**config.mk**
```make
export PLATFORM = sky130hd
export DESIGN_NAME = aarm_region_match
export DESIGN_NICKNAME = d
export VERILOG_FILES = /design/src/aarm_region_match.v
export VERILOG_INCLUDE_DIRS = /design/src
export SDC_FILE = /design/constraint.sdc
export NUM_CORES = 1
export LEC_CHECK = 0
export BUFFER_PORTS_ARGS = -buffer_cell sky130_fd_sc_hd__buf_2
export CORE_UTILIZATION = 40
export CTS_BUF_LIST = sky130_fd_sc_hd__clkbuf_8
export CTS_CLUSTER_DIAMETER = 50
export DETAILED_ROUTE_END_ITERATION = 8
export GPL_ROUTABILITY_DRIVEN = 0
export PLACE_DENSITY = 0.81
export SETUP_SLACK_MARGIN = 0.1
export SYNTH_ARGS = -nofsm -noshare
export SYNTH_HDL_FRONTEND = slang
export SYNTH_SLANG_ARGS = --single-unit
```
**constraint.sdc**
```tcl
create_clock -name i_clk -period 3.35 [get_ports i_clk]
set_input_delay 0.335 -clock i_clk [delete_from_list [all_inputs] [get_ports i_clk]]
set_output_delay 0.335 -clock i_clk [all_outputs]
set_load 0.05 [all_outputs]
```
**src/aarm_defines.vh**
```
// constants for the access attribute region matcher
`ifndef AARM_DEFINES_VH
`define AARM_DEFINES_VH

// region register fields
`define AARM_BASE_HI      31
`define AARM_BASE_LO      24
`define AARM_MASK_HI      23
`define AARM_MASK_LO      16
`define AARM_EN_BIT       15
`define AARM_PRIV_ANY_BIT 14
`define AARM_PRIV_SUP_BIT 13
`define AARM_CI_BIT       6
`define AARM_BW_BIT       5
`define AARM_WP_BIT       2
`define AARM_ACR_WMASK    32'hFFFF_E064
`define AARM_ACR_RESET    32'h0000_0000
`define AARM_NUM_RGN      2

// register offsets on the software port
`define AARM_OFS_ACR0     8'h00
`define AARM_ACR_STRIDE   8'h04
`define AARM_OFS_STATUS   8'h08
`define AARM_OFS_CLEAR    8'h0C
`define AARM_OFS_IRQ_EN   8'h10
`define AARM_OFS_DBG_CFG  8'h14

// status, clear and enable layout
`define AARM_ST_WP        0
`define AARM_ST_WERR      1
`define AARM_ST_RERR      2
`define AARM_ST_W         3
`define AARM_ST_RESET     3'h0

// debug configuration bits
`define AARM_DBG_USER     0
`define AARM_DBG_IFETCH   1
`define AARM_DBG_RESET    2'h0

// attributes used when no region matches
`define AARM_DEF_CI       1'b0
`define AARM_DEF_BW       1'b0
`define AARM_DEF_WP       1'b0

// sequencer states
`define AARM_S_IDLE       2'h0
`define AARM_S_SYS        2'h1
`define AARM_S_DRAIN      2'h2

`define AARM_ZERO32       32'h0000_0000
`define AARM_ZERO8        8'h00

`endif

```
**src/aarm_region_match.v**
```verilog
// region attribute matcher with local bus sequencer and registers
//
// Our own choices: strobed register access and the address map.
`timescale 1ns/1ps
`include "aarm_defines.vh"

module aarm_region_match (
   // clock and reset
   input  wire        i_clk,
   input  wire        i_arst_n,
   // register port
   input  wire [7:0]  i_reg_addr,
   input  wire [31:0] i_reg_wdata,
   input  wire        i_reg_wr,
   input  wire        i_reg_rd,
   output wire [31:0] o_reg_rdata,
   // core side of local bus
   input  wire        i_cpu_req,
   input  wire [31:0] i_cpu_addr,
   input  wire [31:0] i_cpu_wdata,
   input  wire        i_cpu_write,
   input  wire        i_cpu_super,
   input  wire        i_cpu_ifetch,
   // debug unit side of local bus
   input  wire        i_dbg_req,
   input  wire [31:0] i_dbg_addr,
   input  wire [31:0] i_dbg_wdata,
   input  wire        i_dbg_write,
   // local bus answer
   output wire        o_lb_ready,
   output wire        o_lb_done,
   output wire        o_lb_err,
   output wire        o_lb_dbg,
   output wire [31:0] o_lb_rdata,
   output wire        o_lb_hit,
   output wire        o_lb_cache_inhibit,
   output wire        o_lb_buffered,
   output wire        o_lb_wprot,
   output wire        o_wr_err,
   // system bus
   output wire        o_sb_req,
   output wire [31:0] o_sb_addr,
   output wire [31:0] o_sb_wdata,
   output wire        o_sb_write,
   output wire        o_sb_super,
   output wire        o_sb_ifetch,
   input  wire        i_sb_done,
   input  wire        i_sb_err,
   input  wire [31:0] i_sb_rdata,
   // interrupt
   output wire        o_irq
);

   // software-visible state
   // two regions, fixed; region 0 sits at the lowest offset
   reg  [31:0] acr_r [0:`AARM_NUM_RGN-1];
   reg  [2:0]  status_r;
   reg  [2:0]  irq_en_r;
   reg  [1:0]  dbg_cfg_r;
   reg  [31:0] rdata_r;
   reg         irq_r;

   // sequencer state
   // the attribute and system bus registers hold their last values
   // between transfers; only the strobes and sb_req_r fall back to zero
   reg  [1:0]  state_r;
   reg         ready_r;
   reg         done_r;
   reg         err_r;
   reg         dbg_r;
   reg  [31:0] lb_rdata_r;
   reg         hit_r;
   reg         ci_r;
   reg         bw_r;
   reg         wp_r;
   reg         wr_err_r;
   reg         sb_req_r;
   reg  [31:0] sb_addr_r;
   reg  [31:0] sb_wdata_r;
   reg         sb_write_r;
   reg         sb_super_r;
   reg         sb_ifetch_r;
   reg         cur_write_r;

   // event pulses into the sticky status
   // bit order matches status, clear and enable alike
   reg  [2:0]  ev_set;

   // request selection: the core wins a tie, the debug unit retries
   // a debug request that loses the tie gets no answer at all, so the
   // debug unit must present it again once ready comes back; from the
   // take onward both sources run down the very same path
   wire        take    = ready_r & (i_cpu_req | i_dbg_req);
   wire        use_cpu = i_cpu_req;
   wire [31:0] req_addr  = use_cpu ? i_cpu_addr  : i_dbg_addr;
   wire [31:0] req_wdata = use_cpu ? i_cpu_wdata : i_dbg_wdata;
   wire        req_write = use_cpu ? i_cpu_write : i_dbg_write;
   // debug references: supervisor data unless configured
   wire        req_super = use_cpu ? i_cpu_super
                                   : ~dbg_cfg_r[`AARM_DBG_USER];
   wire        req_ifetch = use_cpu ? i_cpu_ifetch
                                    : dbg_cfg_r[`AARM_DBG_IFETCH];
   wire [7:0]  req_top = req_addr[`AARM_BASE_HI:`AARM_BASE_LO];

   // per-region match and register storage
   // matching is pure logic on the presented address, so a region's
   // verdict settles inside the take cycle and is latched with it; no
   // extra cycle is spent on the compare
   wire [`AARM_NUM_RGN-1:0] hit;
   genvar g;
   generate
      for (g = 0; g < `AARM_NUM_RGN; g = g + 1) begin : gen_rgn
         localparam [31:0] OFS_W = `AARM_OFS_ACR0 + g * `AARM_ACR_STRIDE;
         localparam [7:0]  OFS   = OFS_W[7:0];
         wire [7:0] base = acr_r[g][`AARM_BASE_HI:`AARM_BASE_LO];
         wire [7:0] mask = acr_r[g][`AARM_MASK_HI:`AARM_MASK_LO];
         // masked bits never take part in the compare
         wire addr_ok = (((base ^ req_top) & ~mask) == `AARM_ZERO8);
         // 1x matches any mode, else low bit picks supervisor
         wire priv_ok = acr_r[g][`AARM_PRIV_ANY_BIT] |
                        (acr_r[g][`AARM_PRIV_SUP_BIT] == req_super);
         assign hit[g] = acr_r[g][`AARM_EN_BIT] & addr_ok & priv_ok;

         // reserved bits are forced to zero on write
         // a rewrite during a transfer only steers the next take; the
         // attributes already latched for the running one stay put
         always @(posedge i_clk or negedge i_arst_n) begin
            if (!i_arst_n) begin
               acr_r[g] <= `AARM_ACR_RESET;
            end else if (i_reg_wr && i_reg_addr == OFS) begin
               acr_r[g] <= i_reg_wdata & `AARM_ACR_WMASK;
            end
         end
      end
   endgenerate

   // attribute selection; lowest numbered region has priority
   // overlap is settled by region number alone, never by how many
   // mask bits are set; software that overlaps regions must order them
   reg         sel_hit;
   reg         sel_ci;
   reg         sel_bw;
   reg         sel_wp;
   always @* begin
      sel_hit = 1'b1;
      if (hit[0]) begin
         sel_ci = acr_r[0][`AARM_CI_BIT];
         sel_bw = acr_r[0][`AARM_BW_BIT];
         sel_wp = acr_r[0][`AARM_WP_BIT];
      end else if (hit[1]) begin
         sel_ci = acr_r[1][`AARM_CI_BIT];
         sel_bw = acr_r[1][`AARM_BW_BIT];
         sel_wp = acr_r[1][`AARM_WP_BIT];
      end else begin
         sel_hit = 1'b0;
         sel_ci  = `AARM_DEF_CI;
         sel_bw  = `AARM_DEF_BW;
         sel_wp  = `AARM_DEF_WP;
      end
   end

   // local bus sequencer; core and debug share one path
   // three ways through: a protected write ends at once with an error,
   // a buffered write ends at once and drains in the background, and a
   // read or unbuffered write waits for the system bus answer; ready
   // stays low throughout, so at most one system cycle is outstanding
   always @(posedge i_clk or negedge i_arst_n) begin
      if (!i_arst_n) begin
         state_r     <= `AARM_S_IDLE;
         ready_r     <= 1'b0;
         done_r      <= 1'b0;
         err_r       <= 1'b0;
         dbg_r       <= 1'b0;
         lb_rdata_r  <= `AARM_ZERO32;
         hit_r       <= 1'b0;
         ci_r        <= `AARM_DEF_CI;
         bw_r        <= `AARM_DEF_BW;
         wp_r        <= `AARM_DEF_WP;
         wr_err_r    <= 1'b0;
         sb_req_r    <= 1'b0;
         sb_addr_r   <= `AARM_ZERO32;
         sb_wdata_r  <= `AARM_ZERO32;
         sb_write_r  <= 1'b0;
         sb_super_r  <= 1'b0;
         sb_ifetch_r <= 1'b0;
         cur_write_r <= 1'b0;
      end else begin
         done_r   <= 1'b0;
         err_r    <= 1'b0;
         wr_err_r <= 1'b0;
         case (state_r)
            `AARM_S_IDLE: begin
               ready_r <= 1'b1;
               if (take) begin
                  dbg_r       <= ~use_cpu;
                  hit_r       <= sel_hit;
                  ci_r        <= sel_ci;
                  bw_r        <= sel_bw;
                  wp_r        <= sel_wp;
                  cur_write_r <= req_write;
                  if (req_write && sel_wp) begin
                     // protected write never reaches the system bus
                     // and leaves the sticky protect bit behind
                     done_r  <= 1'b1;
                     err_r   <= 1'b1;
                     ready_r <= 1'b0;
                  end else begin
                     ready_r     <= 1'b0;
                     sb_req_r    <= 1'b1;
                     sb_addr_r   <= req_addr;
                     sb_wdata_r  <= req_wdata;
                     sb_write_r  <= req_write;
                     sb_super_r  <= req_super;
                     sb_ifetch_r <= req_ifetch;
                     if (req_write && sel_bw) begin
                        // local cycle ends now, bus controller holds it
                        done_r  <= 1'b1;
                        state_r <= `AARM_S_DRAIN;
                     end else begin
                        state_r <= `AARM_S_SYS;
                     end
                  end
               end
            end
            `AARM_S_SYS: begin
               // unbuffered write or read waits for the system bus
               // no timeout here: a silent system bus stalls the local
               // bus until reset, so the far side must always answer
               if (i_sb_done) begin
                  sb_req_r <= 1'b0;
                  done_r   <= 1'b1;
                  // read errors are precise, write errors are not
                  err_r    <= i_sb_err & ~cur_write_r;
                  wr_err_r <= i_sb_err & cur_write_r;
                  if (!cur_write_r) begin
                     lb_rdata_r <= i_sb_rdata;
                  end
                  state_r  <= `AARM_S_IDLE;
               end
            end
            `AARM_S_DRAIN: begin
               // error shows up well after the writer moved on
               // ready stays low until the drain ends, trading a little
               // throughput for a single outstanding system cycle
               if (i_sb_done) begin
                  sb_req_r <= 1'b0;
                  wr_err_r <= i_sb_err;
                  state_r  <= `AARM_S_IDLE;
               end
            end
            default: begin
               state_r  <= `AARM_S_IDLE;
               sb_req_r <= 1'b0;
               ready_r  <= 1'b0;
            end
         endcase
      end
   end

   // events feeding the sticky status bits
   // these are one-cycle pulses taken from the same terms that steer
   // the sequencer, so status and bus answer can never disagree
   always @* begin
      ev_set = `AARM_ST_RESET;
      ev_set[`AARM_ST_WP] = (state_r == `AARM_S_IDLE) & take &
                            req_write & sel_wp;
      ev_set[`AARM_ST_WERR] = (state_r != `AARM_S_IDLE) & i_sb_done &
                              i_sb_err & sb_write_r;
      ev_set[`AARM_ST_RERR] = (state_r == `AARM_S_SYS) & i_sb_done &
                              i_sb_err & ~sb_write_r;
   end

   // status, enables and debug config; a set beats a same-cycle clear
   // the clear register has no storage: a write only masks the status
   // for that one edge, and reading its offset returns zero
   wire clr_hit = i_reg_wr & (i_reg_addr == `AARM_OFS_CLEAR);
   always @(posedge i_clk or negedge i_arst_n) begin
      if (!i_arst_n) begin
         status_r  <= `AARM_ST_RESET;
         irq_en_r  <= `AARM_ST_RESET;
         dbg_cfg_r <= `AARM_DBG_RESET;
         irq_r     <= 1'b0;
      end else begin
         status_r <= (status_r &
                      ~(clr_hit ? i_reg_wdata[`AARM_ST_W-1:0]
                                : `AARM_ST_RESET)) | ev_set;
         if (i_reg_wr && i_reg_addr == `AARM_OFS_IRQ_EN) begin
            irq_en_r <= i_reg_wdata[`AARM_ST_W-1:0];
         end
         if (i_reg_wr && i_reg_addr == `AARM_OFS_DBG_CFG) begin
            dbg_cfg_r <= i_reg_wdata[`AARM_DBG_IFETCH:`AARM_DBG_USER];
         end
         // one cycle behind the status so the pin comes from a flop
         // an enable written high with status already set raises it too
         irq_r <= |(status_r & irq_en_r);
      end
   end

   // read data valid the cycle after the strobe, zero otherwise
   // returning zero outside the read cycle lets several slaves share
   // one read bus through a plain or of their data words
   always @(posedge i_clk or negedge i_arst_n) begin
      if (!i_arst_n) begin
         rdata_r <= `AARM_ZERO32;
      end else begin
         rdata_r <= `AARM_ZERO32;
         if (i_reg_rd) begin
            case (i_reg_addr)
               `AARM_OFS_ACR0:
                  rdata_r <= acr_r[0];
               `AARM_OFS_ACR0 + `AARM_ACR_STRIDE:
                  rdata_r <= acr_r[1];
               `AARM_OFS_STATUS:
                  rdata_r <= {29'h0000_0000, status_r};
               `AARM_OFS_IRQ_EN:
                  rdata_r <= {29'h0000_0000, irq_en_r};
               `AARM_OFS_DBG_CFG:
                  rdata_r <= {30'h0000_0000, dbg_cfg_r};
               default:
                  rdata_r <= `AARM_ZERO32;
            endcase
         end
      end
   end

   // outputs, all from flops
   // no logic after these flops, so every pin leaves clean
   assign o_reg_rdata        = rdata_r;
   assign o_lb_ready         = ready_r;
   assign o_lb_done          = done_r;
   assign o_lb_err           = err_r;
   assign o_lb_dbg           = dbg_r;
   assign o_lb_rdata         = lb_rdata_r;
   assign o_lb_hit           = hit_r;
   assign o_lb_cache_inhibit = ci_r;
   assign o_lb_buffered      = bw_r;
   assign o_lb_wprot         = wp_r;
   assign o_wr_err           = wr_err_r;
   assign o_sb_req           = sb_req_r;
   assign o_sb_addr          = sb_addr_r;
   assign o_sb_wdata         = sb_wdata_r;
   assign o_sb_write         = sb_write_r;
   assign o_sb_super         = sb_super_r;
   assign o_sb_ifetch        = sb_ifetch_r;
   assign o_irq              = irq_r;

endmodule // aarm_region_match

```
### Yosys cells after proc, flatten, opt, wreduce, memory -nomap -nowiden

Cells that the tools add are included.

* equality and inequality tests: 12
* muxes and demuxes: 39
* bitwise operators: 35
* reduce and logical (&&, ||, !) cells: 17

Operators by type and width (count)
* $pmux 32 s5: 1
* $mux 32: 3
* $logic_not 8->1: 3
* $mux 1: 24
* $and 1x1->1: 17
* $and 8x8->8: 2
* $eq 8x4->1 const B: 2
* $eq 8x5->1 const B: 2
* $not 8->8: 2
* $xor 8x8->8: 2
* $pmux 1 s2: 5
* $reduce_and 3->1: 3
* $eq 8x3->1 const B: 1
* $mux 2: 4
* $and 3x3->3: 2
* $logic_and 1x1->1: 6
* $not 1->1: 5
* $ne 2x2->1 const B: 2
* $pmux 2 s2: 1
* $mux 3: 1
* $not 3->3: 1
* $or 1x1->1: 3
* $or 3x3->3: 1
* $reduce_or 3->1: 1
* other kinds (8): 9

* register bits after elaboration: 197
* bits of input ports: 212
* logic and storage cells: 128

### Longest topological paths before layout

Gate-level depths: netlist of the first run.

* depth in word-level cells: 13
* mapped depth: 13
* depth with buffers taken out: 8

### Worst setup path after synthesis of the first run

No wires, ideal clock.

* path kind: in2reg
* start: in i_cpu_req
* end: reg sb_super_r, in the netlist o_sb_super
* arrival time: 2445 ps
* data required time: 3222 ps
* slack: 777 ps
* cell stages on the path: 12
* cell sequence: buf_6 buf_6 mux2i_2 xor2_1 o21ai_0 nor3_2 and2_1 buf_4 o31ai_4 or2_4 buf_8 mux2_1

* cells in the longest elaborated chain, start to end: 11
* elaborated cells between the ends (all ways): 24
* classes of those cells: eq/ne (2); mux (5); bitwise (13); reduce/logical (4)

Ends and longest elaborated chain
* from (decl): RTL line aarm_region_match.v:18 `input wire i_cpu_req,`
* $mux 32: RTL line aarm_region_match.v:95 `wire [31:0] req_addr = use_cpu ? i_cpu_addr : i_dbg_addr;`
* $xor 8x8->8: RTL line aarm_region_match.v:118 `` wire addr_ok = (((base ^ req_top) & ~mask) == `AARM_ZERO8); ``
* $and 8x8->8: RTL line aarm_region_match.v:118
* $logic_not 8->1 (no line)
* $and 1x1->1 (2 in a row): RTL line aarm_region_match.v:122 `` assign hit[g] = acr_r[g][`AARM_EN_BIT] & addr_ok & priv_ok; ``
* $mux 1: RTL line aarm_region_match.v:150 `end else if (hit[1]) begin`
* $mux 1: RTL line aarm_region_match.v:146 `if (hit[0]) begin`
* $logic_and 1x1->1: RTL line aarm_region_match.v:201 `if (req_write && sel_wp) begin`
* $not 1->1 (no line)
* $reduce_and 3->1 (no line)
* to (signal assigned): RTL line aarm_region_match.v:213 `sb_super_r <= req_super;`
* to (decl): RTL line aarm_region_match.v:81 `reg sb_super_r;`

Parallel ways exist; a longest one is shown, timed or not.
A chain may end at the register's enable or synchronous reset.

### Worst setup path after layout of the first run

* start: in i_cpu_req
* end: reg sb_wdata_r[2], in the netlist o_sb_wdata[2]

* cells in the longest elaborated chain, start to end: 11
* elaborated cells between the ends (all ways): 25
* classes of those cells: eq/ne (2); mux (6); bitwise (13); reduce/logical (4)

Ends and longest elaborated chain
* $mux 32: RTL line aarm_region_match.v:95
* $xor 8x8->8: RTL line aarm_region_match.v:118
* $and 8x8->8: RTL line aarm_region_match.v:118
* $logic_not 8->1 (no line)
* $and 1x1->1 (2 in a row): RTL line aarm_region_match.v:122
* $mux 1: RTL line aarm_region_match.v:150
* $mux 1: RTL line aarm_region_match.v:146
* $logic_and 1x1->1: RTL line aarm_region_match.v:201
* $not 1->1 (no line)
* $reduce_and 3->1 (no line)
* to (signal assigned): RTL line aarm_region_match.v:182 `` sb_wdata_r <= `AARM_ZERO32; ``
* to (signal assigned): RTL line aarm_region_match.v:211 `sb_wdata_r <= req_wdata;`
* to (decl): RTL line aarm_region_match.v:79 `reg [31:0] sb_wdata_r;`

Parallel ways exist; a longest one is shown, timed or not.

==> results by group, run 1 <==
Status
  – Run status: completed

Floorplanning
  – Num rows: 52
  – Die area: 0.0217 mm2
  – Top-Level Pins: 354
  – Die W: 147 um
  – Initial Utilization: 41.3%
  – Core Box Area: ~0.020 mm2
  – Die Y: 147 um

STA
  – Period utilization: 77.7%
  – Clk_skew: 0.0228 ns
  – Setup TNS: 0 ns
  – Slew HR: 37.5%
  – FMAX: 384 MHz
  – Final worst path period need: 2.60 ns
  – Final Setup Violations: 0
  – RSZ-0062 raised after global routing: no
  – Final hold vios: 0
  – Slew @ Worst Pin: between 0.9 and 1 ns
  – Final Worst Setup Slack: ~0.75 ns
  – Final slew viol count: 0

Clocking
  – Reg clk slew, reported paths: 0.11 ns
  – CTS H-tree lvls: 4
  – CTS max path bufs: 2
  – CTS tree: yes
  – Num Clock Sinks: ~190
  – Post-cts resize count: 0
  – Skew-Pair Late Insertion Delay: 0.47 ns
  – Number of buffers created by CTS: 17
  – Root Buffer: clkbuf_8

Routing
  – Met3 wire length: 1300 um
  – Routed Antenna Nets: 0
  – Drt via density: ~5
  – DR WL met2: between 10000 and 15000 um
  – WL met1: 9840 um
  – Vias: ~6700
  – Total Wirelength: 23200 um
  – Highest Signal Layer: met4
  – Drt pass-1 iters: 5
  – Initial DRC Count: ~250
  – Drc violations: 0
  – WL/cell: between 15 and 20 um

Synth
  – Share of the yosys chip area belonging to registers: 55.9%
  – Post-synth EDFFs: 0
  – Mapped Avg Cell Area: 12.1 um2
  – Asr flop ratio synth: 100%
  – Most common flop cell mapped by yosys: dfrtp_1
  – Commonest cells post-synth: 189 x dfrtp_1, 100 x o21ai_0, 84 x mux2_2
  – Post-Synthesis Cell Area: roughly 0.0085 mm2
  – Post-synthesis cell type count: 51
  – YS warnings: 0
  – #FFs+latches synth: roughly 190
  – Syn Inst Count: 699
  – Area leader, netlist: dfrtp_1
  – Synth top area share: 55.9%
  – Most common cell in the netlist: dfrtp_1
  – Top post-synthesis cells by area: dfrtp_1 56%, mux2_2 11%, mux2i_1 7.9%

Worst setup path
  – Startpoint class of the critical path: primary input
  – Crit Path Max Fanout: 27
  – WP data required: around 3.7 ns
  – Crit Path Class: in -> reg
  – Crit path DAT: roughly 3.0 ns
  – CP Capture Type: register

Finish
  – Multi-input gate area: 0.00344 mm2
  – Layout cell share with drive strength beyond 1: 48.5%
  – Nets@finish: 1241
  – FF/Latch Area: 0.00473 mm2
  – Area Overhead vs Synth: 27.8%
  – ANT cells: 0
  – Post-route cell area: 0.0108 mm2
  – Fillers: 1796

Power and ir drop
  – Pwr dens: ~860 mW/mm2
  – Max VDD drop: around 0.34 mV
  – Pleak: about 5.6 nW

Global routing
  – Gr usage total: between 20% and 30%
  – Vias in the first global route: 6700
  – Largest net degree at the start of global routing: 81
  – Initial antenna violation count: 1
  – Global route total overflow: 0
  – First-pass GRT wire length: 36000 um

Placed design
  – Post-place setup slack: 0.250 ns
  – Detail Placement HPWL: 17100 um
  – Area after DPL: 0.0104 mm2
  – I/O Buffers: ~340

Run
  – Max-cap violation count: 0

Min path
  – HP Class: in -> reg
critical path, stage by stage:
cell,delay (ns)
buf_4,0.25
mux2i_1,0.48
xor2_1,0.13
o22a_1,0.25
o221a_1,0.16
and2_1,0.21
o31ai_4,0.31
or2_4,0.40
buf_4,0.31
o21ai_1,0.11
through the flow:
step	utilization, %	power, mW	hold WS [ns]	instances
3_5_place_dp	50.8	7.86	0.379	1276
3_3_place_gp	50.8	7.76	0.375	1276
6_report	52.8	9.29	0.0845	1309
4_1_cts	52.8	9.38	0.0468	1309
5_1_grt	52.8	9.76	0.0528	1309
2_1_floorplan	-	6.68	0.0394	706
state kept, by name (all words and copies together), names as in the netlist:
register,cells
acr_r,44
o_lb_rdata,32
o_sb_addr,32
o_sb_wdata,32
o_reg_rdata,24
irq_en_r,3
status_r,3
dbg_cfg_r,2
state_r,2
cur_write_r,1
o_irq,1
o_lb_buffered,1
o_lb_cache_inhibit,1
o_lb_dbg,1
o_lb_done,1
o_lb_err,1
o_lb_hit,1
o_lb_ready,1
o_lb_wprot,1
o_sb_ifetch,1
o_sb_req,1
o_sb_super,1
o_sb_write,1
o_wr_err,1
placed cells by master, fill, tap and decap left out, drive strengths merged, types with 3 or more instances in the layout:
cell and instances:
buf 355, dfrtp 189, o21ai 140, mux2 85, mux2i 69, nor2 37
nand2 25, a22oi 22, clkbuf 19, xor2 16, inv 15, conb 8
nor3 6, clkinv 5, o22ai 4, o22a 3, and2 3, a21oi 3
a31o 3, ha 3, or2 3
report_power, final:
| group | total, mW | internal, mW | switching, mW |
|---|---|---|---|
| clock | 1.51 | 0.581 | 0.931 |
| sequential | 3.29 | 2.96 | 0.332 |
| combinational | 4.49 | 1.12 | 3.37 |
cell families (layout without fill, tap and decap cells):
logic type	after synthesis	in the layout	synth area share [%]
XOR/XNOR	18	18	1.86
buffers and inverters	62	395	3.99
AO/OA/AOI/OAI	189	189	13.7
flip-flops	189	189	55.9
multiplexers	154	154	19.7
adder cells (fa/ha/maj)	3	3	0.444
AND/OR/NAND/NOR	83	83	4.38
other	1	8	0.0443
final timing paths:
path / startpoint / end / slack, ns / cells past startpoint
setup / recovery: i_cpu_req / o_sb_wdata[2] / 0.75 / 10
hold / removal: i_sb_rdata[16] / o_lb_rdata[16] / 0.08 / 2
setup reg to reg: dbg_cfg_r[0] / o_sb_wdata[2] / 0.81 / 8
hold reg to reg: o_lb_wprot / o_lb_wprot / 0.48 / 2
max in group asynchronous: i_arst_n / acr_r[60] / 1.94 / 3
min in group asynchronous: i_arst_n / o_sb_addr[1] / 0.41 / 2
routing by layer:
layer	up-vias	global-route usage, %
met5	-	0
met4	0	6.65
met3	30	4.01
met2	246	36.1
met1	3267	28.3
li1	3142	-
what timing repair did:
action | 4_1_cts | 5_1_grt
hold buffers | 1 | 0
setup buffers | 0 | 0
endpoints found under the hold margin | 66 | 0
cell type report:
cell class | instances | share of cell area, %
Clock buffer | 18 | 2.29
Clock inverter | 14 | 1.40
Inverter | 6 | 0.208
Multi-Input combinational cell | 455 | 31.8
Sequential cell | 189 | 43.7
Tap cell | 270 | 3.12
Timing Repair Buffer | 357 | 17.5
(Power assumes the default switching activity.)
==> run 2, diff against run 1 <==
--- a/config.mk
+++ b/config.mk
@@ -6,13 +6,14 @@
 export SDC_FILE = /design/constraint.sdc
 export NUM_CORES = 1
 export LEC_CHECK = 0
+export ABC_AREA = 1
 export BUFFER_PORTS_ARGS = -buffer_cell sky130_fd_sc_hd__buf_2
 export CORE_UTILIZATION = 40
 export CTS_BUF_LIST = sky130_fd_sc_hd__clkbuf_8
 export CTS_CLUSTER_DIAMETER = 50
 export DETAILED_ROUTE_END_ITERATION = 8
 export GPL_ROUTABILITY_DRIVEN = 0
-export PLACE_DENSITY = 0.81
+export PLACE_DENSITY = 0.83
 export SETUP_SLACK_MARGIN = 0.1
 export SYNTH_ARGS = -nofsm -noshare
 export SYNTH_HDL_FRONTEND = slang
==> constraint.sdc (replaced) <==
create_clock -name i_clk -period 2.1 [get_ports i_clk]
set_input_delay 0.21 -clock i_clk [delete_from_list [all_inputs] [get_ports i_clk]]
set_output_delay 0.21 -clock i_clk [all_outputs]
set_load 0.05 [all_outputs]
==> run 2 against run 1 <==
Count of clock-buffer cells in the layout grew 2. Critical path depth grew 5. First-iteration DRC count grew 75%. Via count grew 27%. Largest power group unchanged. Area after synthesis grew 2.4%. Combinational power grew 77%. Clock skew shrank 0.0068 ns. Sequential cell count is the same. Largest cell class unchanged. Global-route usage grew 3.0 points. Worst hold slack lost 0.052 ns. Non-clock buffer count grew 84.
==> results by group, run 2 <==
STA
  – Final worst path period need: 2.05 ns
  – Final slew viol count: 0
  – Hold_ws: 0.0322 ns
  – Period utilization: 97.8%
  – RSZ-0062 raised after global routing: yes
  – Final Setup Violations: 0
  – Final hold vios: 0
  – Slew HR: 40.5%
  – Clk_skew: 0.0160 ns
  – FMAX: 487 MHz
  – Slew @ Worst Pin: 0.892 ns

Floorplanning
  – Die area: 0.0223 mm2
  – Die W: 149 um
  – Die Y: ~150 um
  – Num rows: 53
  – Top-Level Pins: between 300 and 400
  – Initial Utilization: 41.0%
  – Core Box Area: 0.0212 mm2

Power and ir drop
  – Final Power: 15.7 mW
  – Pleak: 6.55 nW
  – Pwr dens: 1280 mW/mm2
  – Max VDD drop: between 0.7 and 0.8 mV

Finish
  – Max reg flops: 44
  – Layout cell share with drive strength beyond 1: between 30 and 40%
  – Nets@finish: 1595
  – Area Overhead vs Synth: 41.6%
  – Top reg by flops: acr_r
  – Commonest non-fill, non-tap cell in the layout: buf_2
  – Commonest non-fill, non-tap cells in the layout: 335 x buf_2, 306 x nand2_1, 189 x dfrtp_1, 66 x o21ai_0, 56 x mux2i_1

Global routing
  – Initial antenna violation count: 4
  – Gr usage total: 24.5%
  – Global route total overflow: 0
  – First-pass GRT wire length: 41100 um
  – Vias in the first global route: 7886
  – Largest net degree at the start of global routing: 73

Synth
  – Xor/xnor share of the synthesized area: 0%
  – Most common cell in the netlist: nand2_1
  – YS warnings: 0
  – Share of the yosys chip area belonging to registers: 54.6%
  – Asr flop ratio synth: 100%
  – Mapped Avg Cell Area: 9.02 um2
  – Commonest cells post-synth: 339 x nand2_1, 189 x dfrtp_1, 95 x o21ai_0
  – Post-Synth Simple-Gate Area: a little under a quarter
  – Most common flop cell mapped by yosys: dfrtp_1
  – Top post-synthesis cells by area: dfrtp_1 55%, nand2_1 15%, mux2i_1 6.5%
  – Synth Area in Compound Gates: 9.69%
  – Mux share of post-synthesis cell area: 6.73%
  – #FFs+latches synth: 189
  – Adder-cell share of the synthesized area: 0.433%
  – Largest family of logic cells by synthesized area: simple AND/OR/NAND/NOR gates
  – Post-synthesis cell type count: 38
  – Post-synth EDFFs: 0
  – Syn Inst Count: between 900 and 1000
  – Synth top area share: 54.6%
  – Area leader, netlist: dfrtp_1
  – Post-Synthesis Cell Area: 0.00866 mm2

Clocking
  – CTS tree: yes
  – Skew-Pair Late Insertion Delay: 0.47 ns
  – CTS H-tree lvls: 4
  – CTS max path bufs: 2
  – Num Clock Sinks: 189
  – Number of buffers created by CTS: 17
  – Root Buffer: clkbuf_8
  – Reg clk slew, reported paths: 0.10 ns

Status
  – Run status: completed

Run
  – Max-cap violation count: 0

Routing
  – Drt via density: 5.08
  – Routed Antenna Nets: 0
  – Initial DRC Count: approximately 430
  – Drt pass-1 iters: 5
  – Vias: 8493
  – Total Wirelength: roughly 29000 um
  – WL/cell: 17.3 um
  – Drc violations: 0

Worst setup path
  – CP startpoint: dbg_cfg_r[0]
  – Crit path max-delay family: simple AND/OR/NAND/NOR gates
  – Crit Path Class: reg -> reg
  – CP Buf/Inv Count: 2
  – Max stage delay on crit path: slightly below 0.4 ns
  – Slowest-stage cell, CP: dfrtp_1
  – Crit Path Max Fanout: 8
  – Most used cell, CP: nand2_2
  – Startpoint class of the critical path: register
  – WP data required: around 2.5 ns
  – Crit path cell chain: inv_2, nand2_2, nand2_2, nand2_2, nand3_2, nand2_2, nor2_4, nand3_4, nand2_2, nand2_2, nand3_4, nand2_8, buf_8, nand2_2, o21ai_1
  – R2r startpoint: dbg_cfg_r[0]
  – CP Capture Type: register
  – Crit path DAT: between 2 and 2.5 ns

Min path
  – HP Class: in -> reg
  – HP Start: i_dbg_addr[8]

Placed design
  – Detail Placement HPWL: 19800 um
  – I/O Buffers: 337
-- run 2: through the flow --
step / setup WS (ns) / area, um2 / setup TNS (ns) / instances / util (%)
final: 0.0454 / 12300 / 0 / 1671 / 58.0
after CTS: 0.0410 / 11700 / 0 / 1651 / 55.3
after global placement: -0.0303 / 10800 / -1.10 / 1565 / 50.9
after global routing: -0.0676 / 12300 / -2.43 / 1671 / 58.0
after floorplan: 0.145 / 8690 / 0 / 968 / -
after detailed placement: -0.125 / 10800 / -4.83 / 1565 / 50.9
-- run 2: where the power goes --
| group | leakage [nW] | switching (mW) | internal, mW |
|---|---|---|---|
| clock | 0.203 | 1.43 | 0.970 |
| combinational | 3.89 | 5.77 | 2.18 |
| sequential | 2.45 | 0.736 | 4.66 |
| total | 6.55 | 7.93 | 7.81 |
-- run 2: cell families (layout without fill, tap and decap cells) --
group / Yosys count / count (layout)
buffers and inverters: 109 / 532
multiplexers: 58 / 58
adder cells (fa/ha/maj): 3 / 3
other: 1 / 11
flip-flops: 189 / 189
AND/OR/NAND/NOR: 454 / 456
AO/OA/AOI/OAI: 147 / 147
-- run 2: routing by layer --
| layer | global-route usage [%] | vias up | share of wire, % |
|---|---|---|---|
| li1 | - | 3942 | - |
| met1 | 28.5 | 3968 | 36 |
| met2 | 39.9 | 476 | 50 |
| met3 | 5.69 | 105 | 7.8 |
| met4 | 17.2 | 2 | 6.2 |
| met5 | 0 | - | 0.069 |
-- run 2: worst min-delay path, delay by kind of cell --
kind                   cells  cell delay, ns
multiplexers               1            0.06
AO/OA/AOI/OAI              1            0.12
buffers and inverters      1            0.08
-- run 2: worst paths after layout --
check / slack, ns / cells past startpoint / end
worst max-delay path: 0.05 / 15 / o_sb_wdata[8]
worst min-delay path: 0.03 / 3 / o_sb_addr[8]
worst max register to register: 0.05 / 15 / o_sb_wdata[8]
worst min register to register: 0.48 / 2 / o_lb_rdata[12]
max in group asynchronous: 1.01 / 3 / o_lb_rdata[3]
min in group asynchronous: 0.32 / 2 / o_sb_addr[20]
-- run 2: cell type report --
| type | instances | area [um2] |
|---|---|---|
| diodes | 3 | 7.51 |
| clock buffers | 20 | 275 |
| clock inverters | 12 | 120 |
| fillers | 1768 | 8890 |
| inverters | 59 | 228 |
| multi-input cells | 672 | 3750 |
| flip-flops and latches | 189 | 4730 |
| well taps | 275 | 344 |
| repair buffers | 441 | 2820 |
-- run 2: repair_timing --
action,in CTS,in global routing
hold endpoints to repair,131,1
pin swaps,0,15
gates resized for setup,1,111
buffers inserted,1,5
endpoints found under the setup margin,68,83
hold buffers,53,1
gates cloned,0,12
==> run 3, diff against run 2 <==
--- a/config.mk
+++ b/config.mk
@@ -7,7 +7,7 @@
 export NUM_CORES = 1
 export LEC_CHECK = 0
 export ABC_AREA = 1
-export BUFFER_PORTS_ARGS = -buffer_cell sky130_fd_sc_hd__buf_2
+export BUFFER_PORTS_ARGS = -buffer_cell sky130_fd_sc_hd__buf_4
 export CORE_UTILIZATION = 40
 export CTS_BUF_LIST = sky130_fd_sc_hd__clkbuf_8
 export CTS_CLUSTER_DIAMETER = 50
==> run 3 against run 2 <==
First-iteration DRC count is 6.2% higher. Wire length rose by 1.1%. Clock power rose by 2%. Final area grew 5.4%. Register-to-register slack about the same.
==> results by group, run 3 (same netlist as run 2, synthesis figures left out) <==
Power and ir drop
  – Pleak: 6.72 nW
  – Internal Power: 8.44 mW
  – NetSw: 7.92 mW
  – Sw frac: 48.4%
  – Max VDD drop: 0.888 mV
  – Reg power frac: about 33%
  – Logic pwr share: 51.8%
  – Clock share of power: approximately 15%
  – Pwr dens: 1270 mW/mm2

STA
  – Setup TNS: 0 ns
  – Final hold vios: 0
  – RSZ-0062 raised after global routing: yes
  – Period utilization: between 90% and 100%
  – Slew @ Worst Pin: 0.879 ns
  – Clk_skew: between 0.02 and 0.03 ns
  – Slew HR: 41.4%
  – FMAX: 486 MHz
  – Final Setup Violations: 0
  – Final slew viol count: 0
  – Final worst path period need: roughly 2.1 ns

Clocking
  – CTS H-tree lvls: 4
  – Root Buffer: clkbuf_8
  – Skew-Pair Late Insertion Delay: about 0.46 ns
  – Number of buffers created by CTS: 17
  – CTS max path bufs: 2
  – CTS tree: yes
  – Reg clk slew, reported paths: 0.11 ns
  – Num Clock Sinks: 189

Routing
  – Vias: 8354
  – DR WL met2: 15100 um
  – Initial DRC Count: 460
  – Drt pass-1 iters: 8
  – Routed Antenna Nets: 0
  – Total Wirelength: 29200 um
  – WL met1: roughly 11000 um
  – WL/cell: 17.6 um
  – Drc violations: 0
  – Met3 wire length: ~2100 um
  – Highest Signal Layer: met4
  – Drt via density: 5.05

Floorplanning
  – Die W: 149 um
  – Top-Level Pins: 354
  – Core Box Area: 0.0212 mm2
  – Num rows: 53
  – Initial Utilization: about 40%
  – Die Y: 149 um
  – Die area: 0.0223 mm2

Global routing
  – Gr usage total: between 20% and 30%
  – Global route total overflow: 0
  – Initial antenna violation count: 1
  – First-pass GRT wire length: approximately 42000 um
  – Vias in the first global route: 8187
  – Largest net degree at the start of global routing: 55

Worst setup path
  – Crit path max-delay family: simple AND/OR/NAND/NOR gates
  – Crit path cell chain: inv_2, nand2_4, nand2_4, nand2_2, nand3_2, nand2_2, nor2_4, nand3_4, nand2_2, nand2_2, nand3_4, nand2_4, buf_16, nand2_1, o21ai_0
  – Startpoint class of the critical path: register
  – WP data required: 2.45 ns
  – Max stage delay on crit path: 0.39 ns
  – Crit Path Class: reg -> reg
  – Slowest-stage cell, CP: dfrtp_1
  – CP Buf/Inv Count: 2
  – CP Capture Type: register
  – Crit Path Max Fanout: 21
  – Crit path DAT: 2.41 ns
  – Most used cell, CP: nand2_2

Finish
  – Commonest non-fill, non-tap cell in the layout: buf_4
  – Max reg flops: 44
  – Nets@finish: 1581
  – Commonest non-fill, non-tap cells in the layout: 367 x buf_4, 312 x nand2_1, 189 x dfrtp_1, 69 x o21ai_0, 56 x mux2i_1
  – Post-route cell area: around 0.013 mm2
  – Layout cell share with drive strength beyond 1: 38.7%
  – Top reg by flops: acr_r
  – Area Overhead vs Synth: 49.2%
  – Non-filler cells in the finished layout: 1655

Run
  – Max-cap violation count: 0

Placed design
  – Placed cell count: between 1500 and 2000
  – Area after DPL: roughly 0.012 mm2
  – Detail Placement HPWL: approximately 20000 um
  – I/O Buffers: 337

Min path
  – HP Class: in -> reg

Status
  – Run status: completed
run 3: changes by cell type in the layout (fill, tap and decap cells not counted), sizes merged, moves of 2 or more:
| cell | change |
|---|---|
| dlygate4sd3 | -13 |
| clkinv | -2 |
| diode | -2 |
| clkbuf | -4 |
| inv | +2 |
run 3: final cells by class:
type,count,area (um2)
fillers,1718,8230
flip-flops and latches,189,4730
multi-input cells,672,3700
repair buffers,427,3530
well taps,275,344
clock buffers,18,248
inverters,59,225
clock inverters,14,149
diodes,1,2.50
run 3: path summary, 6_finish.rpt:
kind,slack [ns],endpoint,from,cells after the start
setup / recovery,0.04,o_sb_wdata[10],dbg_cfg_r[0],15
hold / removal,0.02,acr_r[19],i_reg_wdata[19],3
setup reg to reg,0.04,o_sb_wdata[10],dbg_cfg_r[0],15
hold reg to reg,0.48,o_lb_rdata[23],o_lb_rdata[23],2
max in group asynchronous,1.14,o_sb_addr[26],i_arst_n,3
min in group asynchronous,0.32,o_sb_addr[4],i_arst_n,2
run 3: stage by stage:
stage               power [mW]  utilization [%]  hold WS (ns)  worst slack, ns
floorplan                 10.4                -       -0.0856            0.145
global placement          13.0             54.9         0.218          -0.0677
detailed placement        13.1             54.9         0.222           -0.170
CTS                       15.7             58.9       0.00187           0.0943
global route              17.1             61.1       0.00215           -0.115
finish                    16.4             61.1        0.0190           0.0403
run 3: repair_timing:
item	4_1_cts	5_1_grt
cloned	1	9
buffers inserted	0	7
pin swaps	2	11
endpoints found under the setup margin	68	77
gates resized for setup	5	95
hold buffers	41	0
hold endpoints to repair	91	0
run 3: worst reg2reg max path, delay by kind of cell (launching register included):
kind	cells	cell delay [ns]
compound gates	1	0.10
simple gates	12	1.16
buf+inv	2	0.31
flops	1	0.39
run 3: layer usage:
| layer | vias to the layer above | GRT usage, % |
|---|---|---|
| li1 | 3897 | - |
| met1 | 4005 | 28.3 |
| met2 | 385 | 43.9 |
| met3 | 67 | 5.02 |
| met4 | 0 | 12.1 |
| met5 | - | 0 |
run 3: power groups by stage:
stage | combinational (mW) | clock (mW) | sequential [mW]
after floorplan | 1.82 | 0 | 8.54
after global placement | 7.61 | 0 | 5.37
after detailed placement | 7.73 | 0 | 5.40
after CTS | 7.88 | 2.51 | 5.34
after global routing | 8.87 | 2.64 | 5.54
final | 8.47 | 2.45 | 5.44
